<file path="src/floppy_cmd_pkg.sv">
// Purpose: constants and types for the floppy seek and sense sequencer
// Assumes: 25 MHz controller clock, 8-bit command and result bytes
// Notes: drive pins arrive unsynchronised; the scan data engine is outside
package floppy_cmd_pkg;

	// host port addresses
	localparam logic [1:0] ADDR_MAIN_STATUS = 2'h0;
	localparam logic [1:0] ADDR_DATA = 2'h1;
	localparam logic [1:0] ADDR_MODE = 2'h2;
	localparam int MODE_EXT_RANGE_BIT = 0;

	// clock and timing
	localparam int CLK_PERIOD_NS = 40;
	localparam int CLK_MHZ = 25;
	localparam int STEP_PULSE_NS = 1000;
	localparam int STEP_PULSE_CYCLES =
		(STEP_PULSE_NS + CLK_PERIOD_NS - 1) / CLK_PERIOD_NS;
	localparam int TIME_UNIT_US = 1000;
	localparam int UNIT_CYCLES = TIME_UNIT_US * CLK_MHZ;
	localparam int STEP_RATE_SPAN = 16;

	// opcodes and masks
	localparam logic [7:0] OP_SEEK = 8'h0f;
	localparam logic [7:0] OP_SENSE_DRIVE = 8'h04;
	localparam logic [7:0] OP_SENSE_INT = 8'h08;
	localparam logic [7:0] OP_SPECIFY = 8'h03;
	localparam logic [7:0] OP_SET_TRACK = 8'h21;
	localparam logic [7:0] SET_TRACK_MASK = 8'hbf;
	localparam logic [7:0] SCAN_MASK = 8'h1f;
	localparam logic [7:0] OP_SCAN_EQUAL = 8'h11;
	localparam logic [7:0] OP_SCAN_LOW = 8'h19;
	localparam logic [7:0] OP_SCAN_HIGH = 8'h1d;

	// command lengths in bytes
	localparam logic [3:0] LEN_SEEK = 4'h3;
	localparam logic [3:0] LEN_SEEK_EXT = 4'h4;
	localparam logic [3:0] LEN_SENSE_DRIVE = 4'h2;
	localparam logic [3:0] LEN_ONE = 4'h1;
	localparam logic [3:0] LEN_THREE = 4'h3;
	localparam logic [3:0] LEN_SCAN = 4'h9;
	localparam logic [2:0] RES_SCAN = 3'h7;

	// status field positions and codes
	localparam int SCAN_HIT_BIT = 3;
	localparam int SCAN_MISS_BIT = 2;
	localparam int WRITE_PROTECT_BIT = 6;
	localparam int TRACK0_BIT = 4;
	localparam int REQUEST_BIT = 7;
	localparam int DIRECTION_BIT = 6;
	localparam int CMD_BUSY_BIT = 4;
	localparam logic [2:0] CODE_POLL_READY = 3'h6;
	localparam logic [2:0] CODE_SEEK_OK = 3'h1;
	localparam logic [2:0] CODE_SEEK_BAD = 3'h3;
	localparam logic [7:0] INVALID_STATUS = 8'h80;

	typedef enum logic [1:0] {PH_CMD, PH_EXEC, PH_RESULT} phase_type;
	typedef enum logic [1:0] {SK_IDLE, SK_DELAY, SK_STEP} seek_phase_type;
	typedef enum logic [1:0] {SM_EQUAL, SM_LOW, SM_HIGH} scan_mode_type;
	typedef enum logic [2:0] {CK_SEEK, CK_SENSE_DRIVE, CK_SENSE_INT,
		CK_SPECIFY, CK_SET_TRACK, CK_SCAN, CK_INVALID} cmd_type;

	// opcode decode; scan flag bits 7-5 are ignored
	function automatic cmd_type decode(input logic [7:0] op);
		cmd_type k;
		k = CK_INVALID;
		if (op == OP_SEEK) begin
			k = CK_SEEK;
		end else if (op == OP_SENSE_DRIVE) begin
			k = CK_SENSE_DRIVE;
		end else if (op == OP_SENSE_INT) begin
			k = CK_SENSE_INT;
		end else if (op == OP_SPECIFY) begin
			k = CK_SPECIFY;
		end else if ((op & SET_TRACK_MASK) == OP_SET_TRACK) begin
			k = CK_SET_TRACK;
		end else if ((op & SCAN_MASK) == OP_SCAN_EQUAL ||
			(op & SCAN_MASK) == OP_SCAN_LOW ||
			(op & SCAN_MASK) == OP_SCAN_HIGH) begin
			k = CK_SCAN;
		end
		return k;
	endfunction

	// bytes in the command phase
	function automatic logic [3:0] cmd_length(input cmd_type k,
		input logic ext);
		logic [3:0] len;
		len = LEN_ONE;
		case (k)
			CK_SEEK: len = ext ? LEN_SEEK_EXT : LEN_SEEK;
			CK_SENSE_DRIVE: len = LEN_SENSE_DRIVE;
			CK_SPECIFY, CK_SET_TRACK: len = LEN_THREE;
			CK_SCAN: len = LEN_SCAN;
			default: len = LEN_ONE;
		endcase
		return len;
	endfunction

endpackage

</file>
<file path="src/floppy_seek_sense.sv">
// Purpose: command sequencer for seek, drive status, interrupt query, scan
// Assumes: host strobes are synchronous to mclk, drive pins are not
// Notes: step interval must exceed the step pulse width
`timescale 1ns/1ps
`default_nettype none
module floppy_seek_sense #(
	parameter int UNIT_CYCLES = floppy_cmd_pkg::UNIT_CYCLES
) (
	input wire logic mclk,
	input wire logic sys_rst,
	input wire logic soft_rst, // software reset, same clock
	input wire logic [1:0] host_addr,
	input wire logic [7:0] wr_data,
	input wire logic wr_stb,
	input wire logic rd_stb,
	output logic [7:0] rd_data,
	input wire logic track0_pin, // head at track 0, selected drive
	input wire logic write_protect_pin,
	input wire logic [3:0] drive_ready_pin,
	input wire logic scan_done, // compare engine finished, one cycle
	input wire logic scan_equal, // disk data equals host data
	input wire logic scan_disk_low, // disk data below host data
	output logic scan_start,
	output logic [1:0] scan_mode,
	output logic step_pulse,
	output logic head_dir, // 1 steps in, toward higher tracks
	output logic int_req
);

	//////////////////////////////////////////////////////////////////////
	// state

	typedef struct packed {
		floppy_cmd_pkg::phase_type phase;
		floppy_cmd_pkg::seek_phase_type skp;
		floppy_cmd_pkg::scan_mode_type smode;
		logic [8:0][7:0] cmd; // collected command bytes
		logic [3:0] cmd_cnt;
		logic [6:0][7:0] res; // result bytes
		logic [2:0] res_len;
		logic [2:0] res_idx;
		logic [3:0][11:0] present_track; // per logical drive
		logic [11:0] target;
		logic [11:0] steps;
		logic [1:0] seek_drv;
		logic seek_head;
		logic [23:0] cnt; // delay and interval counter
		logic [7:0] pw; // step pulse width counter
		logic step_out;
		logic dir_out;
		logic [3:0] busy;
		logic [3:0] seek_pend;
		logic [3:0] seek_bad;
		logic [3:0] poll_pend;
		logic poll_done; // zero after reset: polling may report
		logic [3:0] ready_prev;
		logic sense_armed; // query result pending its first read
		logic clr_is_seek;
		logic [1:0] clr_drv;
		logic data_int;
		logic [3:0] step_rate;
		logic [6:0] delay_factor;
		logic ext_range;
		logic [7:0] rd_data;
		logic scan_start;
		logic trk0_meta, trk0_sync;
		logic wp_meta, wp_sync;
		logic [3:0] rdy_meta, rdy_sync;
	} state_type;

	state_type s_reg, s_next;
	logic [7:0] main_status; // read view of the main status byte
	logic [23:0] interval_cycles; // step spacing in clocks
	logic seek_accept; // last seek byte taken this cycle
	logic sense_exec; // interrupt query executed this cycle
	logic sense_read0; // first query result byte read
	logic [3:0] set_seek; // seek terminations this cycle
	logic [11:0] cur_track; // present track of the seeking drive

	assign cur_track = s_reg.present_track[s_reg.seek_drv];
	// rate value 0 means the longest interval
	assign interval_cycles = 24'(
		(floppy_cmd_pkg::STEP_RATE_SPAN - int'(s_reg.step_rate)) *
		UNIT_CYCLES);

	// host request is low only while the scan engine works
	assign main_status = {s_reg.phase != floppy_cmd_pkg::PH_EXEC,
		s_reg.phase == floppy_cmd_pkg::PH_RESULT, 1'b0,
		s_reg.phase != floppy_cmd_pkg::PH_CMD || s_reg.cmd_cnt != 4'h0,
		s_reg.busy};

	//////////////////////////////////////////////////////////////////////
	// next state

	always_comb begin
		logic [3:0] clr_seek, clr_poll, set_poll, set_bad, need;
		logic [7:0] op;
		floppy_cmd_pkg::cmd_type kind;
		logic [1:0] drv, pick;
		logic found, cmp_hit, cmp_met;
		logic [11:0] trk;
		s_next = s_reg;
		clr_seek = 4'h0;
		clr_poll = 4'h0;
		set_poll = 4'h0;
		set_bad = 4'h0;
		set_seek = 4'h0;
		need = 4'h0;
		op = 8'h00;
		kind = floppy_cmd_pkg::CK_INVALID;
		drv = 2'h0;
		pick = 2'h0;
		found = 1'b0;
		cmp_hit = 1'b0;
		cmp_met = 1'b0;
		trk = 12'h000;
		seek_accept = 1'b0;
		sense_exec = 1'b0;
		sense_read0 = 1'b0;
		s_next.scan_start = 1'b0;

		// pin synchronisers
		s_next.trk0_meta = track0_pin;
		s_next.trk0_sync = s_reg.trk0_meta;
		s_next.wp_meta = write_protect_pin;
		s_next.wp_sync = s_reg.wp_meta;
		s_next.rdy_meta = drive_ready_pin;
		s_next.rdy_sync = s_reg.rdy_meta;

		// step pulse width
		if (s_reg.step_out) begin
			if (s_reg.pw == 8'h00) begin
				s_next.step_out = 1'b0;
			end else begin
				s_next.pw = s_reg.pw - 8'h01;
			end
		end

		// seek engine
		case (s_reg.skp)
			floppy_cmd_pkg::SK_DELAY: begin
				if (s_reg.cnt != 24'h0) begin
					s_next.cnt = s_reg.cnt - 24'h1;
				end else if (s_reg.target == cur_track) begin
					s_next.skp = floppy_cmd_pkg::SK_IDLE;
					set_seek[s_reg.seek_drv] = 1'b1;
				end else begin
					// steps and direction from the track compare
					s_next.dir_out = s_reg.target > cur_track;
					s_next.steps = (s_reg.target > cur_track) ?
						s_reg.target - cur_track :
						cur_track - s_reg.target;
					s_next.skp = floppy_cmd_pkg::SK_STEP;
					s_next.cnt = 24'h0;
				end
			end
			floppy_cmd_pkg::SK_STEP: begin
				if (s_reg.cnt != 24'h0) begin
					s_next.cnt = s_reg.cnt - 24'h1;
				end else if (s_reg.steps == 12'h000) begin
					// one full interval after the last pulse
					s_next.skp = floppy_cmd_pkg::SK_IDLE;
					set_seek[s_reg.seek_drv] = 1'b1;
				end else if (!s_reg.dir_out && s_reg.trk0_sync) begin
					// track 0 reached early: head position is known
					s_next.skp = floppy_cmd_pkg::SK_IDLE;
					s_next.present_track[s_reg.seek_drv] = 12'h000;
					set_seek[s_reg.seek_drv] = 1'b1;
					set_bad[s_reg.seek_drv] = 1'b1;
				end else begin
					s_next.step_out = 1'b1;
					s_next.pw = 8'(floppy_cmd_pkg::STEP_PULSE_CYCLES - 1);
					s_next.steps = s_reg.steps - 12'h001;
					s_next.cnt = interval_cycles - 24'h1;
					// track follows each pulse, ends on target
					s_next.present_track[s_reg.seek_drv] = s_reg.dir_out ?
						cur_track + 12'h001 : cur_track - 12'h001;
				end
			end
			default: begin
			end
		endcase
		if (set_seek != 4'h0) begin
			s_next.busy = s_reg.busy & ~set_seek;
		end

		// drive polling: ready edges only until the first command
		for (int d = 0; d < 4; d++) begin
			if (!s_reg.poll_done && s_reg.rdy_sync[d] &&
				!s_reg.ready_prev[d]) begin
				set_poll[d] = 1'b1;
			end
		end
		s_next.ready_prev = s_reg.rdy_sync;

		// host read
		if (rd_stb) begin
			if (host_addr == floppy_cmd_pkg::ADDR_MAIN_STATUS) begin
				s_next.rd_data = main_status;
			end else if (host_addr == floppy_cmd_pkg::ADDR_DATA) begin
				s_next.data_int = 1'b0;
				if (s_reg.phase == floppy_cmd_pkg::PH_RESULT) begin
					s_next.rd_data = s_reg.res[s_reg.res_idx];
					s_next.res_idx = s_reg.res_idx + 3'h1;
					if (s_reg.res_idx == 3'h0 && s_reg.sense_armed) begin
						sense_read0 = 1'b1;
						s_next.sense_armed = 1'b0;
						if (s_reg.clr_is_seek) begin
							clr_seek[s_reg.clr_drv] = 1'b1;
						end else begin
							clr_poll[s_reg.clr_drv] = 1'b1;
						end
					end
					if (s_reg.res_idx + 3'h1 == s_reg.res_len) begin
						s_next.phase = floppy_cmd_pkg::PH_CMD;
					end
				end else begin
					s_next.rd_data = 8'h00;
				end
			end else if (host_addr == floppy_cmd_pkg::ADDR_MODE) begin
				s_next.rd_data = {7'h00, s_reg.ext_range};
			end else begin
				s_next.rd_data = 8'h00;
			end
		end

		// host write: mode register and command bytes
		if (wr_stb && host_addr == floppy_cmd_pkg::ADDR_MODE) begin
			s_next.ext_range = wr_data[floppy_cmd_pkg::MODE_EXT_RANGE_BIT];
		end
		if (wr_stb && host_addr == floppy_cmd_pkg::ADDR_DATA) begin
			s_next.data_int = 1'b0;
		end
		if (wr_stb && host_addr == floppy_cmd_pkg::ADDR_DATA &&
			s_reg.phase == floppy_cmd_pkg::PH_CMD) begin
			op = (s_reg.cmd_cnt == 4'h0) ? wr_data : s_reg.cmd[0];
			kind = floppy_cmd_pkg::decode(op);
			need = floppy_cmd_pkg::cmd_length(kind, s_reg.ext_range);
			s_next.cmd[s_reg.cmd_cnt] = wr_data;
			s_next.poll_done = 1'b1;
			s_next.cmd_cnt = s_reg.cmd_cnt + 4'h1;
			if (s_reg.cmd_cnt + 4'h1 == need) begin
				s_next.cmd_cnt = 4'h0;
				s_next.res_idx = 3'h0;
				s_next.res_len = 3'h0;
				drv = s_next.cmd[1][1:0];
				case (kind)
					floppy_cmd_pkg::CK_SEEK: begin
						// opcode, head and drive, track, maybe nibble
						seek_accept = 1'b1;
						s_next.target = s_reg.ext_range ?
							{s_next.cmd[3][7:4], s_next.cmd[2]} :
							{4'h0, s_next.cmd[2]};
						s_next.seek_drv = drv;
						s_next.seek_head = s_next.cmd[1][2];
						s_next.busy[drv] = 1'b1;
						s_next.skp = floppy_cmd_pkg::SK_DELAY;
						s_next.cnt = 24'(int'(s_reg.delay_factor) *
							UNIT_CYCLES);
					end
					floppy_cmd_pkg::CK_SENSE_DRIVE: begin
						s_next.res[0] = 8'h00;
						s_next.res[0][floppy_cmd_pkg::WRITE_PROTECT_BIT] =
							s_reg.wp_sync;
						s_next.res[0][floppy_cmd_pkg::TRACK0_BIT] =
							s_reg.trk0_sync;
						s_next.res[0][2:0] = s_next.cmd[1][2:0];
						s_next.res_len = 3'h1;
					end
					floppy_cmd_pkg::CK_SENSE_INT: begin
						sense_exec = 1'b1;
						// seek terminations first, lowest drive first
						for (int d = 3; d >= 0; d--) begin
							if (s_reg.poll_pend[d]) begin
								pick = 2'(d);
								found = 1'b1;
							end
						end
						s_next.clr_is_seek = 1'b0;
						for (int d = 3; d >= 0; d--) begin
							if (s_reg.seek_pend[d]) begin
								pick = 2'(d);
								found = 1'b1;
								s_next.clr_is_seek = 1'b1;
							end
						end
						if (!found) begin
							s_next.res[0] = floppy_cmd_pkg::INVALID_STATUS;
							s_next.res_len = 3'h1;
						end else begin
							trk = s_reg.present_track[pick];
							s_next.res[0] = {floppy_cmd_pkg::CODE_POLL_READY,
								3'h0, pick};
							if (s_next.clr_is_seek) begin
								s_next.res[0] = {s_reg.seek_bad[pick] ?
									floppy_cmd_pkg::CODE_SEEK_BAD :
									floppy_cmd_pkg::CODE_SEEK_OK, 2'h0,
									s_reg.seek_head, pick};
							end
							s_next.res[1] = trk[7:0];
							s_next.res[2] = {trk[11:8], 4'h0};
							s_next.res_len = s_reg.ext_range ? 3'h3 : 3'h2;
							s_next.clr_drv = pick;
							s_next.sense_armed = 1'b1;
						end
					end
					floppy_cmd_pkg::CK_SPECIFY: begin
						s_next.step_rate = s_next.cmd[1][7:4];
						s_next.delay_factor = s_next.cmd[2][7:1];
					end
					floppy_cmd_pkg::CK_SET_TRACK: begin
						// byte chosen by opcode bit 6 and high-byte bit
						if (s_next.cmd[0][6] && s_next.cmd[1][2]) begin
							s_next.present_track[drv][11:8] =
								s_next.cmd[2][3:0];
						end else if (s_next.cmd[0][6]) begin
							s_next.present_track[drv][7:0] =
								s_next.cmd[2];
						end
						trk = s_next.present_track[drv];
						s_next.res[0] = s_next.cmd[1][2] ?
							{4'h0, trk[11:8]} : trk[7:0];
						s_next.res_len = 3'h1;
					end
					floppy_cmd_pkg::CK_SCAN: begin
						s_next.scan_start = 1'b1;
						s_next.phase = floppy_cmd_pkg::PH_EXEC;
						if ((op & floppy_cmd_pkg::SCAN_MASK) ==
							floppy_cmd_pkg::OP_SCAN_LOW) begin
							s_next.smode = floppy_cmd_pkg::SM_LOW;
						end else if ((op & floppy_cmd_pkg::SCAN_MASK) ==
							floppy_cmd_pkg::OP_SCAN_HIGH) begin
							s_next.smode = floppy_cmd_pkg::SM_HIGH;
						end else begin
							s_next.smode = floppy_cmd_pkg::SM_EQUAL;
						end
					end
					default: begin
						s_next.res[0] = floppy_cmd_pkg::INVALID_STATUS;
						s_next.res_len = 3'h1;
					end
				endcase
				if (kind != floppy_cmd_pkg::CK_SCAN) begin
					s_next.phase = (s_next.res_len == 3'h0) ?
						floppy_cmd_pkg::PH_CMD : floppy_cmd_pkg::PH_RESULT;
				end
			end
		end

		// scan completion builds the seven result bytes
		if (s_reg.phase == floppy_cmd_pkg::PH_EXEC && scan_done) begin
			cmp_hit = scan_equal;
			cmp_met = (s_reg.smode == floppy_cmd_pkg::SM_LOW) ?
				scan_disk_low : !scan_disk_low;
			s_next.res[0] = {5'h00, s_reg.cmd[1][2:0]};
			s_next.res[1] = 8'h00;
			s_next.res[2] = 8'h00;
			s_next.res[2][floppy_cmd_pkg::SCAN_HIT_BIT] = cmp_hit;
			s_next.res[2][floppy_cmd_pkg::SCAN_MISS_BIT] =
				(s_reg.smode == floppy_cmd_pkg::SM_EQUAL) ? !cmp_hit :
				(!cmp_hit && !cmp_met);
			s_next.res[3] = s_reg.cmd[2];
			s_next.res[4] = s_reg.cmd[3];
			s_next.res[5] = s_reg.cmd[4];
			s_next.res[6] = s_reg.cmd[5];
			s_next.res_len = floppy_cmd_pkg::RES_SCAN;
			s_next.res_idx = 3'h0;
			s_next.phase = floppy_cmd_pkg::PH_RESULT;
			s_next.data_int = 1'b1;
		end

		// pending causes: a new termination wins over a clear
		s_next.seek_pend = (s_reg.seek_pend & ~clr_seek) | set_seek;
		s_next.seek_bad = (s_reg.seek_bad & ~set_seek) | set_bad;
		s_next.poll_pend = (s_reg.poll_pend & ~clr_poll) | set_poll;

		// software reset keeps timing setup and mode
		if (soft_rst) begin
			s_next = '0;
			s_next.step_rate = s_reg.step_rate;
			s_next.delay_factor = s_reg.delay_factor;
			s_next.ext_range = s_reg.ext_range;
		end
	end

	//////////////////////////////////////////////////////////////////////
	// state register

	always_ff @(posedge mclk or posedge sys_rst) begin
		if (sys_rst) begin
			s_reg <= '0;
		end else begin
			s_reg <= s_next;
		end
	end

	assign rd_data = s_reg.rd_data;
	assign step_pulse = s_reg.step_out;
	assign head_dir = s_reg.dir_out;
	assign scan_start = s_reg.scan_start;
	assign scan_mode = s_reg.smode;
	// seek/poll causes wait for a query, data causes self clear
	assign int_req = (|s_reg.seek_pend) | (|s_reg.poll_pend) |
		s_reg.data_int;

	//////////////////////////////////////////////////////////////////////
	// checks

	logic [23:0] since_rise; // clocks since the last step rise
	always_ff @(posedge mclk or posedge sys_rst) begin
		if (sys_rst) begin
			since_rise <= 24'h0;
		end else if (s_next.step_out && !s_reg.step_out) begin
			since_rise <= 24'h0;
		end else begin
			since_rise <= since_rise + 24'h1;
		end
	end
endmodule // floppy_seek_sense
`default_nettype wire

</file>
<file path="config.mk">
export PLATFORM = sky130hd
export DESIGN_NAME = floppy_seek_sense
export DESIGN_NICKNAME = d
export VERILOG_FILES = /design/src/floppy_cmd_pkg.sv /design/src/floppy_seek_sense.sv
export SDC_FILE = /design/constraint.sdc
export NUM_CORES = 1
export LEC_CHECK = 0
export BUFFER_PORTS_ARGS = -buffer_cell sky130_fd_sc_hd__buf_2
export CORE_ASPECT_RATIO = 2
export CORE_MARGIN = 2
export CORE_UTILIZATION = 35
export CTS_CLUSTER_DIAMETER = 60
export CTS_CLUSTER_SIZE = 10
export DETAILED_ROUTE_END_ITERATION = 10
export PLACE_DENSITY = 0.58
export SLEW_MARGIN = 20
export SYNTH_ARGS = -nofsm -noshare
export SYNTH_HDL_FRONTEND = slang
export SYNTH_SLANG_ARGS = --single-unit
</file>
<file path="constraint.sdc">
create_clock -name mclk -period 11.4 [get_ports mclk]
set_input_delay 0.57 -clock mclk [delete_from_list [all_inputs] [get_ports mclk]]
set_output_delay 0.57 -clock mclk [all_outputs]
set_load 0.02 [all_outputs]
</file>
==> impl_metrics.toml, run 1 <==
[flow_run]
maxCapViolCount = 0

[timing]
clock-skew-final_ps = 27.7
slew_violations = 0
rsz0062_at_grt = "no"
fmax_ghz = 0.179
hold_viol_final = 0
slew_headroom_pct = 24.4
setup_tns_ps = 0
timing.final.ws_setup_ps = 5810
worst_pin_slew_ps = 1100
finalSetupViolations = 0
finalCriticalPeriod_ps = 5590
post-route-period-util_pct = 49.0

[critical_path]
crit_fanout = 13
critPathCaptureType = "register"
reg2reg_setup_slack_ps = 5810
r2r_end = "s_reg[88]$_DFF_PP0_"
endpoint = "s_reg[88]$_DFF_PP0_"
worstSetupStartpoint = "s_reg[29]$_DFFE_PP0P_"
crit_type = "register to register"
r2r.worst_path.cells = 18
arrival_ps = 6010
critPathRequiredTime_ps = 11820
timing.rr.start = "s_reg[29]$_DFFE_PP0P_"
crit_path_start_kind = "register"

[die]
die_h_um = 346
die_area_um2 = 60500
placementRows = 125
io_pins = 38
dieWidth_um = 175
initial_core_util_pct = 35.3
core_um2 = 57900

[grt]
grt_max_degree = 93
antenna_found_initial = 0
grt_pass1_vias = 18500
grt_usage_pct = 23.5
grt.overflow.total = 0
grt_pass1_wl_um = 109000

[logic_synthesis]
synth_edf_count = 0
synth_seq_cells = 285
synth_fp_nets = 2473
synth.top_cell.area_share_pct = 34.9
ys_top_cells_by_area = "dfrtp_1 35%, ha_1 7.5%, nand2_1 5.2%"
synthFlopType = "dfrtp_1"
ys_seq_area_share_pct = 34.9
ys_async_sr_fraction_pct = 100
postSynthAreaPerCell_um2 = 8.84
synth_cells = 2313
yosysWarnings = 0
syn-cell-area_um2 = 20400
synth_cell_types = 90
synth_area_leader_cell = "dfrtp_1"

[clocking]
root_buffer = "clkbuf_16"
cts_resized = 0
cts.path.max_buffers = 3
cts_tree = "yes"
worst_skew_pair.late_latency_ps = 560
holdBufCountCts = 0
cts_made_buffers = 34
cts_setup_buffers = 0
h-tree-depth = 2
clock_sinks = 285
clkSlewWorstSetupHoldPaths_ps = 60

[detailed_routing]
num_vias = 18200
wirelength_um = 72100
drt-wirelength-per-cell_um = 23.7
viasPerCell = 5.99
drc = 0
first_pass_iters = 7
drtIter0Drc = 1225
ant_nets = 0

[place]
place_ws_ps = 5770
hpwlAfterDp_um = 54800
placed_cells = 3005
portBuffers = 37
routabilityCongestion = 0.963

[finish]
fillers = 5973
final-instance-count-excl-fill = 3045
area_growth_pct = 8.85
largest_reg_flops = 268
ff_latch_area_um2 = 7130
finish.net_count = 2439
drive_above_1_share_pct = 10.1
antenna_cells = 0
multiInputGateArea_um2 = 12300

[power_and_ir_drop]
peakVddDrop_uv = 114
p_per_area_nw_per_um2 = 99.4
comb_power_share_pct = 7.9
p_int_w = 0.00163
switching_share_pct = 26.5
seqPwrFrac_pct = 46.6
power_switching_w = 0.000586
clkPwrFrac_pct = 45.5
fin_total_pwr_w = 0.00221
power.leakage_nw = 9.67

[status]
status = "completed"

[hold_path]
hold_class = "primary input to asynchronous set/reset pin"
## routing by layer
metal	global-route usage (%)	vias up	wire (um)
met2	44.4	696	38300
met5	0	-	0
met3	2.53	317	2890
met4	19.8	0	7110
met1	22.3	8921	23800
li1	-	8303	-
## worst min path at each step
stage	end	start	cells after the start
after global placement	s_reg[0]$_DFF_PP0_	s_reg[4]$_DFF_PP0_	1
after detailed placement	s_reg[1]$_DFF_PP0_	s_reg[5]$_DFF_PP0_	1
after global routing	s_reg[233]$_DFFE_PP0N_	sys_rst	2
after floorplan	s_reg[0]$_DFF_PP0_	s_reg[4]$_DFF_PP0_	1
after CTS	s_reg[82]$_DFF_PP0_	sys_rst	2
final	s_reg[275]$_DFFE_PP0P_	sys_rst	2
## cell usage in the layout (no fill, tap or decap), drive strengths merged, types with 7 or more instances in the layout
cell type,count
a211oi,89
a21o,29
a21oi,174
a221oi,7
a22o,34
a22oi,12
a31oi,23
and2,9
and3,20
buf,77
clkbuf,38
dfrtp,285
fa,14
ha,122
inv,106
mux2,30
mux2i,57
mux4,31
nand2,281
nand2b,23
nand3,56
nand3b,15
nand4,18
nor2,200
nor2b,41
nor3,53
nor3b,9
nor4,21
nor4b,8
o211ai,35
o21a,11
o21ai,120
o21bai,9
o22ai,11
o31ai,15
or2,15
or3,12
or4,9
xnor2,38
xor2,33
## worst max-delay path, cell delays in order (launching register included)
cell and delay [ps]:
dfrtp_1 640, inv_1 150, ha_1 280, xnor2_1 340
ha_1 320, ha_1 280, inv_1 50, fa_1 510
inv_1 40, ha_1 320, o21ai_0 150, o21ai_0 400
a211oi_1 140, nor3b_1 540, nand4b_1 240, a211oi_1 360
mux2_2 380, o2111ai_1 200, o31ai_1 110
## logic make-up (layout without fill, tap and decap cells)
logic type	count (synthesis)	in the layout	share of synthesized area, %
xor gates and xnor gates	71	71	3.04
AOI/OAI and AO/OA	644	644	20.9
adders and majority gates	136	136	8.84
buffers and inverters	252	222	5.03
and+or+nand+nor	807	807	19.4
muxes	118	118	7.88
DFF	285	285	34.9
## layout make-up
cell class	count	share of cell area, %
Timing Repair Buffer	77	2.23
Tap cell	762	4.29
Sequential cell	285	32.1
Clock inverter	2	0.129
Clock buffer	38	4.08
Inverter	105	1.81
Multi-Input combinational cell	1776	55.4
## synth_stat cells (8+ instances only)
cell and n:
inv_1 104, buf_2 11, o31ai_1 15, o21ai_0 118, nand4_1 18, a31oi_1 23
nor4_1 13, or4_1 9, nor3_1 52, nor3b_1 8, a21oi_1 174, mux4_2 31
a22o_1 34, and3_1 20, o21a_1 11, nand2b_1 23, xnor2_1 38, buf_4 14
nor2b_1 41, nand3b_1 15, mux2i_1 57, fa_1 14, nor2_1 200, nand3_1 55
and2_1 8, or3_1 12, o211ai_1 34, o22ai_1 11, a211oi_1 87, a22oi_1 12
ha_1 122, xor2_1 33, dfrtp_1 285, o21bai_1 9, clkbuf_1 112, mux2_2 29
buf_1 8, a21o_1 29, or2_2 15, nand2_1 281
## stage by stage
stage / hold WS (ps) / cell area [um2] / util, %
6_report: 117 / 22200 / 38.4
5_1_grt: 184 / 22200 / 38.4
4_1_cts: 141 / 22200 / 38.4
3_5_place_dp: 458 / 21300 / 36.8
3_3_place_gp: 465 / 21300 / 36.8
2_1_floorplan: 439 / 20400 / -
## power groups by stage
| stage | Clock [W] | Combinational (W) | Sequential [W] |
|---|---|---|---|
| finish | 0.00101 | 0.000176 | 0.00103 |
| detailed placement | 0 | 0.000174 | 0.00105 |
| CTS | 0.00103 | 0.000175 | 0.00103 |
| global route | 0.00106 | 0.000188 | 0.00103 |
| global placement | 0 | 0.000174 | 0.00105 |
| floorplan | 0 | 0.000112 | 0.00104 |
No activity file was read; power rests on OpenSTA's default activity.
==> inputs of run 2 (changes only) <==
Settings changed: PLACE_DENSITY 0.58 to 0.59.
Clock period 11.4 ns to 5 ns, I/O delays scaled along.
==> impl_metrics.toml, run 2 (synthesis results as in run 1) <==
[power_and_ir_drop]
seqPwrFrac_pct = 45.1
switching_share_pct = 26.6
p_per_area_nw_per_um2 = 229
peakVddDrop_uv = 322
comb_power_share_pct = 8.1
clkPwrFrac_pct = 46.9
fin_total_pwr_w = 0.00521
power_switching_w = 0.00138
p_int_w = 0.00383
power.leakage_nw = 9.96

[timing]
finalCriticalPeriod_ps = 4740
fmax_ghz = 0.211
slew_headroom_pct = 20.1
rsz0062_at_grt = "yes"
hold_viol_final = 0
finalSetupViolations = 0
post-route-period-util_pct = 94.8
clock-skew-final_ps = 23.2
slew_violations = 0
hold-worst-slack_ps = 65.9
timing.final.ws_setup_ps = 260
worst_pin_slew_ps = 1190
setup_tns_ps = 0

[status]
status = "completed"

[critical_path]
critPathCaptureType = "register"
arrival_ps = 5170
crit_fanout = 5
crit_path_start_kind = "register"
crit_type = "register to register"
critPathRequiredTime_ps = 5430

[detailed_routing]
num_vias = 18400
viasPerCell = 5.94
drt-wirelength-per-cell_um = 23.9
ant_nets = 0
drc = 0
wirelength_um = 74200
first_pass_iters = 5
drtIter0Drc = 1100

[die]
core_um2 = 57900
placementRows = 125
initial_core_util_pct = 35.3
dieWidth_um = 175
die_h_um = 346
die_area_um2 = 60500
io_pins = 38

[finish]
largest_reg_flops = 268
area_growth_pct = 11.5
fillers = 5907
drive_above_1_share_pct = 11.8
final_cell_mix = "285 x dfrtp_1, 281 x nand2_1, 200 x nor2_1"
layout_commonest_cell = "dfrtp_1"
finish.net_count = 2490
final-instance-count-excl-fill = 3100

[grt]
antenna_found_initial = 0
grt_max_degree = 166
grt_pass1_vias = 19100
grt.overflow.total = 0
grt_usage_pct = 24.3
grt_pass1_wl_um = 113000

[place]
routabilityCongestion = 0.936
place_ws_ps = 42.8
hpwlAfterDp_um = 56400
placed_cells = 3046
portBuffers = 37

[flow_run]
maxCapViolCount = 0

[clocking]
worst_skew_pair.late_latency_ps = 560
clkSlewWorstSetupHoldPaths_ps = 60
cts_tree = "yes"
cts_made_buffers = 35
root_buffer = "clkbuf_16"
cts.path.max_buffers = 3
clock_sinks = 285
h-tree-depth = 2

[hold_path]
hold_class = "primary input to register"
-- run 2: cell count changes in the layout (fill, tap and decap cells not counted), sizes merged --
cell,delta
dlygate4sd3,+8
bufinv,+2
buf,+42
clkinvlp,+1
clkinv,+1
diode,+1
-- run 2: cell type report --
cell class / instances / area, um2 / area share, %
inverters: 105 / 398 / 1.75
repair buffers: 127 / 957 / 4.20
well taps: 762 / 953 / 4.18
clock inverters: 6 / 114 / 0.500
flip-flops and latches: 285 / 7130 / 31.3
clock buffers: 38 / 897 / 3.94
multi-input cells: 1776 / 12300 / 54.1
diodes: 1 / 2.50 / 0.0110
-- run 2: metrics by stage --
step	utilization, %	instance area, um2
floorplan	-	20400
global placement	37.4	21600
detailed placement	37.4	21600
CTS	39.3	22700
global route	39.4	22800
finish	39.4	22800
-- run 2: worst max-delay path, stage by stage (launching register included) --
cell and delay, ps:
dfrtp_1 400, inv_1 90, ha_1 260, xnor2_1 250, ha_1 290, ha_1 270, inv_1 50, fa_1 500
inv_1 50, ha_1 340, nor2b_1 170, o31a_1 300, or4b_2 620, nand3_1 150, nand4b_1 210, a211oi_2 70
mux2_2 300, o2111ai_1 190, o31ai_1 100
-- run 2: power groups by stage --
| stage | clock network (W) | registers (W) | logic [W] |
|---|---|---|---|
| after floorplan | 0 | 0.00238 | 0.000255 |
| after global placement | 0 | 0.00239 | 0.000407 |
| after detailed placement | 0 | 0.00239 | 0.000410 |
| after CTS | 0.00249 | 0.00235 | 0.000416 |
| after global routing | 0.00257 | 0.00235 | 0.000448 |
| final | 0.00244 | 0.00235 | 0.000420 |
-- run 2: worst paths after layout --
kind                                               end  slack [ps]             startpoint  depth (start not counted)
min in group asynchronous         s_reg[123]$_DFF_PP0_         350                sys_rst                          3
worst max register to register     s_reg[88]$_DFF_PP0_         260  s_reg[30]$_DFFE_PP0P_                         18
max in group asynchronous        s_reg[27]$_DFFE_PP0P_        3280                sys_rst                          5
worst max-delay path               s_reg[88]$_DFF_PP0_         260  s_reg[30]$_DFFE_PP0P_                         18
worst min register to register      s_reg[8]$_DFF_PP0_         470     s_reg[9]$_DFF_PP0_                          1
worst min-delay path            s_reg[237]$_DFFE_PP0P_          70             wr_data[3]                          3
-- run 2: routing by layer --
metal	vias to the layer above	track usage, %	wire [um]
met5	-	0	0
met4	0	19.8	7000
met3	269	2.65	2980
met2	641	46.1	39600
met1	9072	23.0	24700
li1	8420	-	-
-- run 2: what timing repair did --
item / CTS / global route
setup buffers: 0 / 0
hold endpoints to repair: 48 / 0
hold buffers: 8 / 0
resized for setup: 0 / 8
endpoints found under the setup margin: 0 / 8
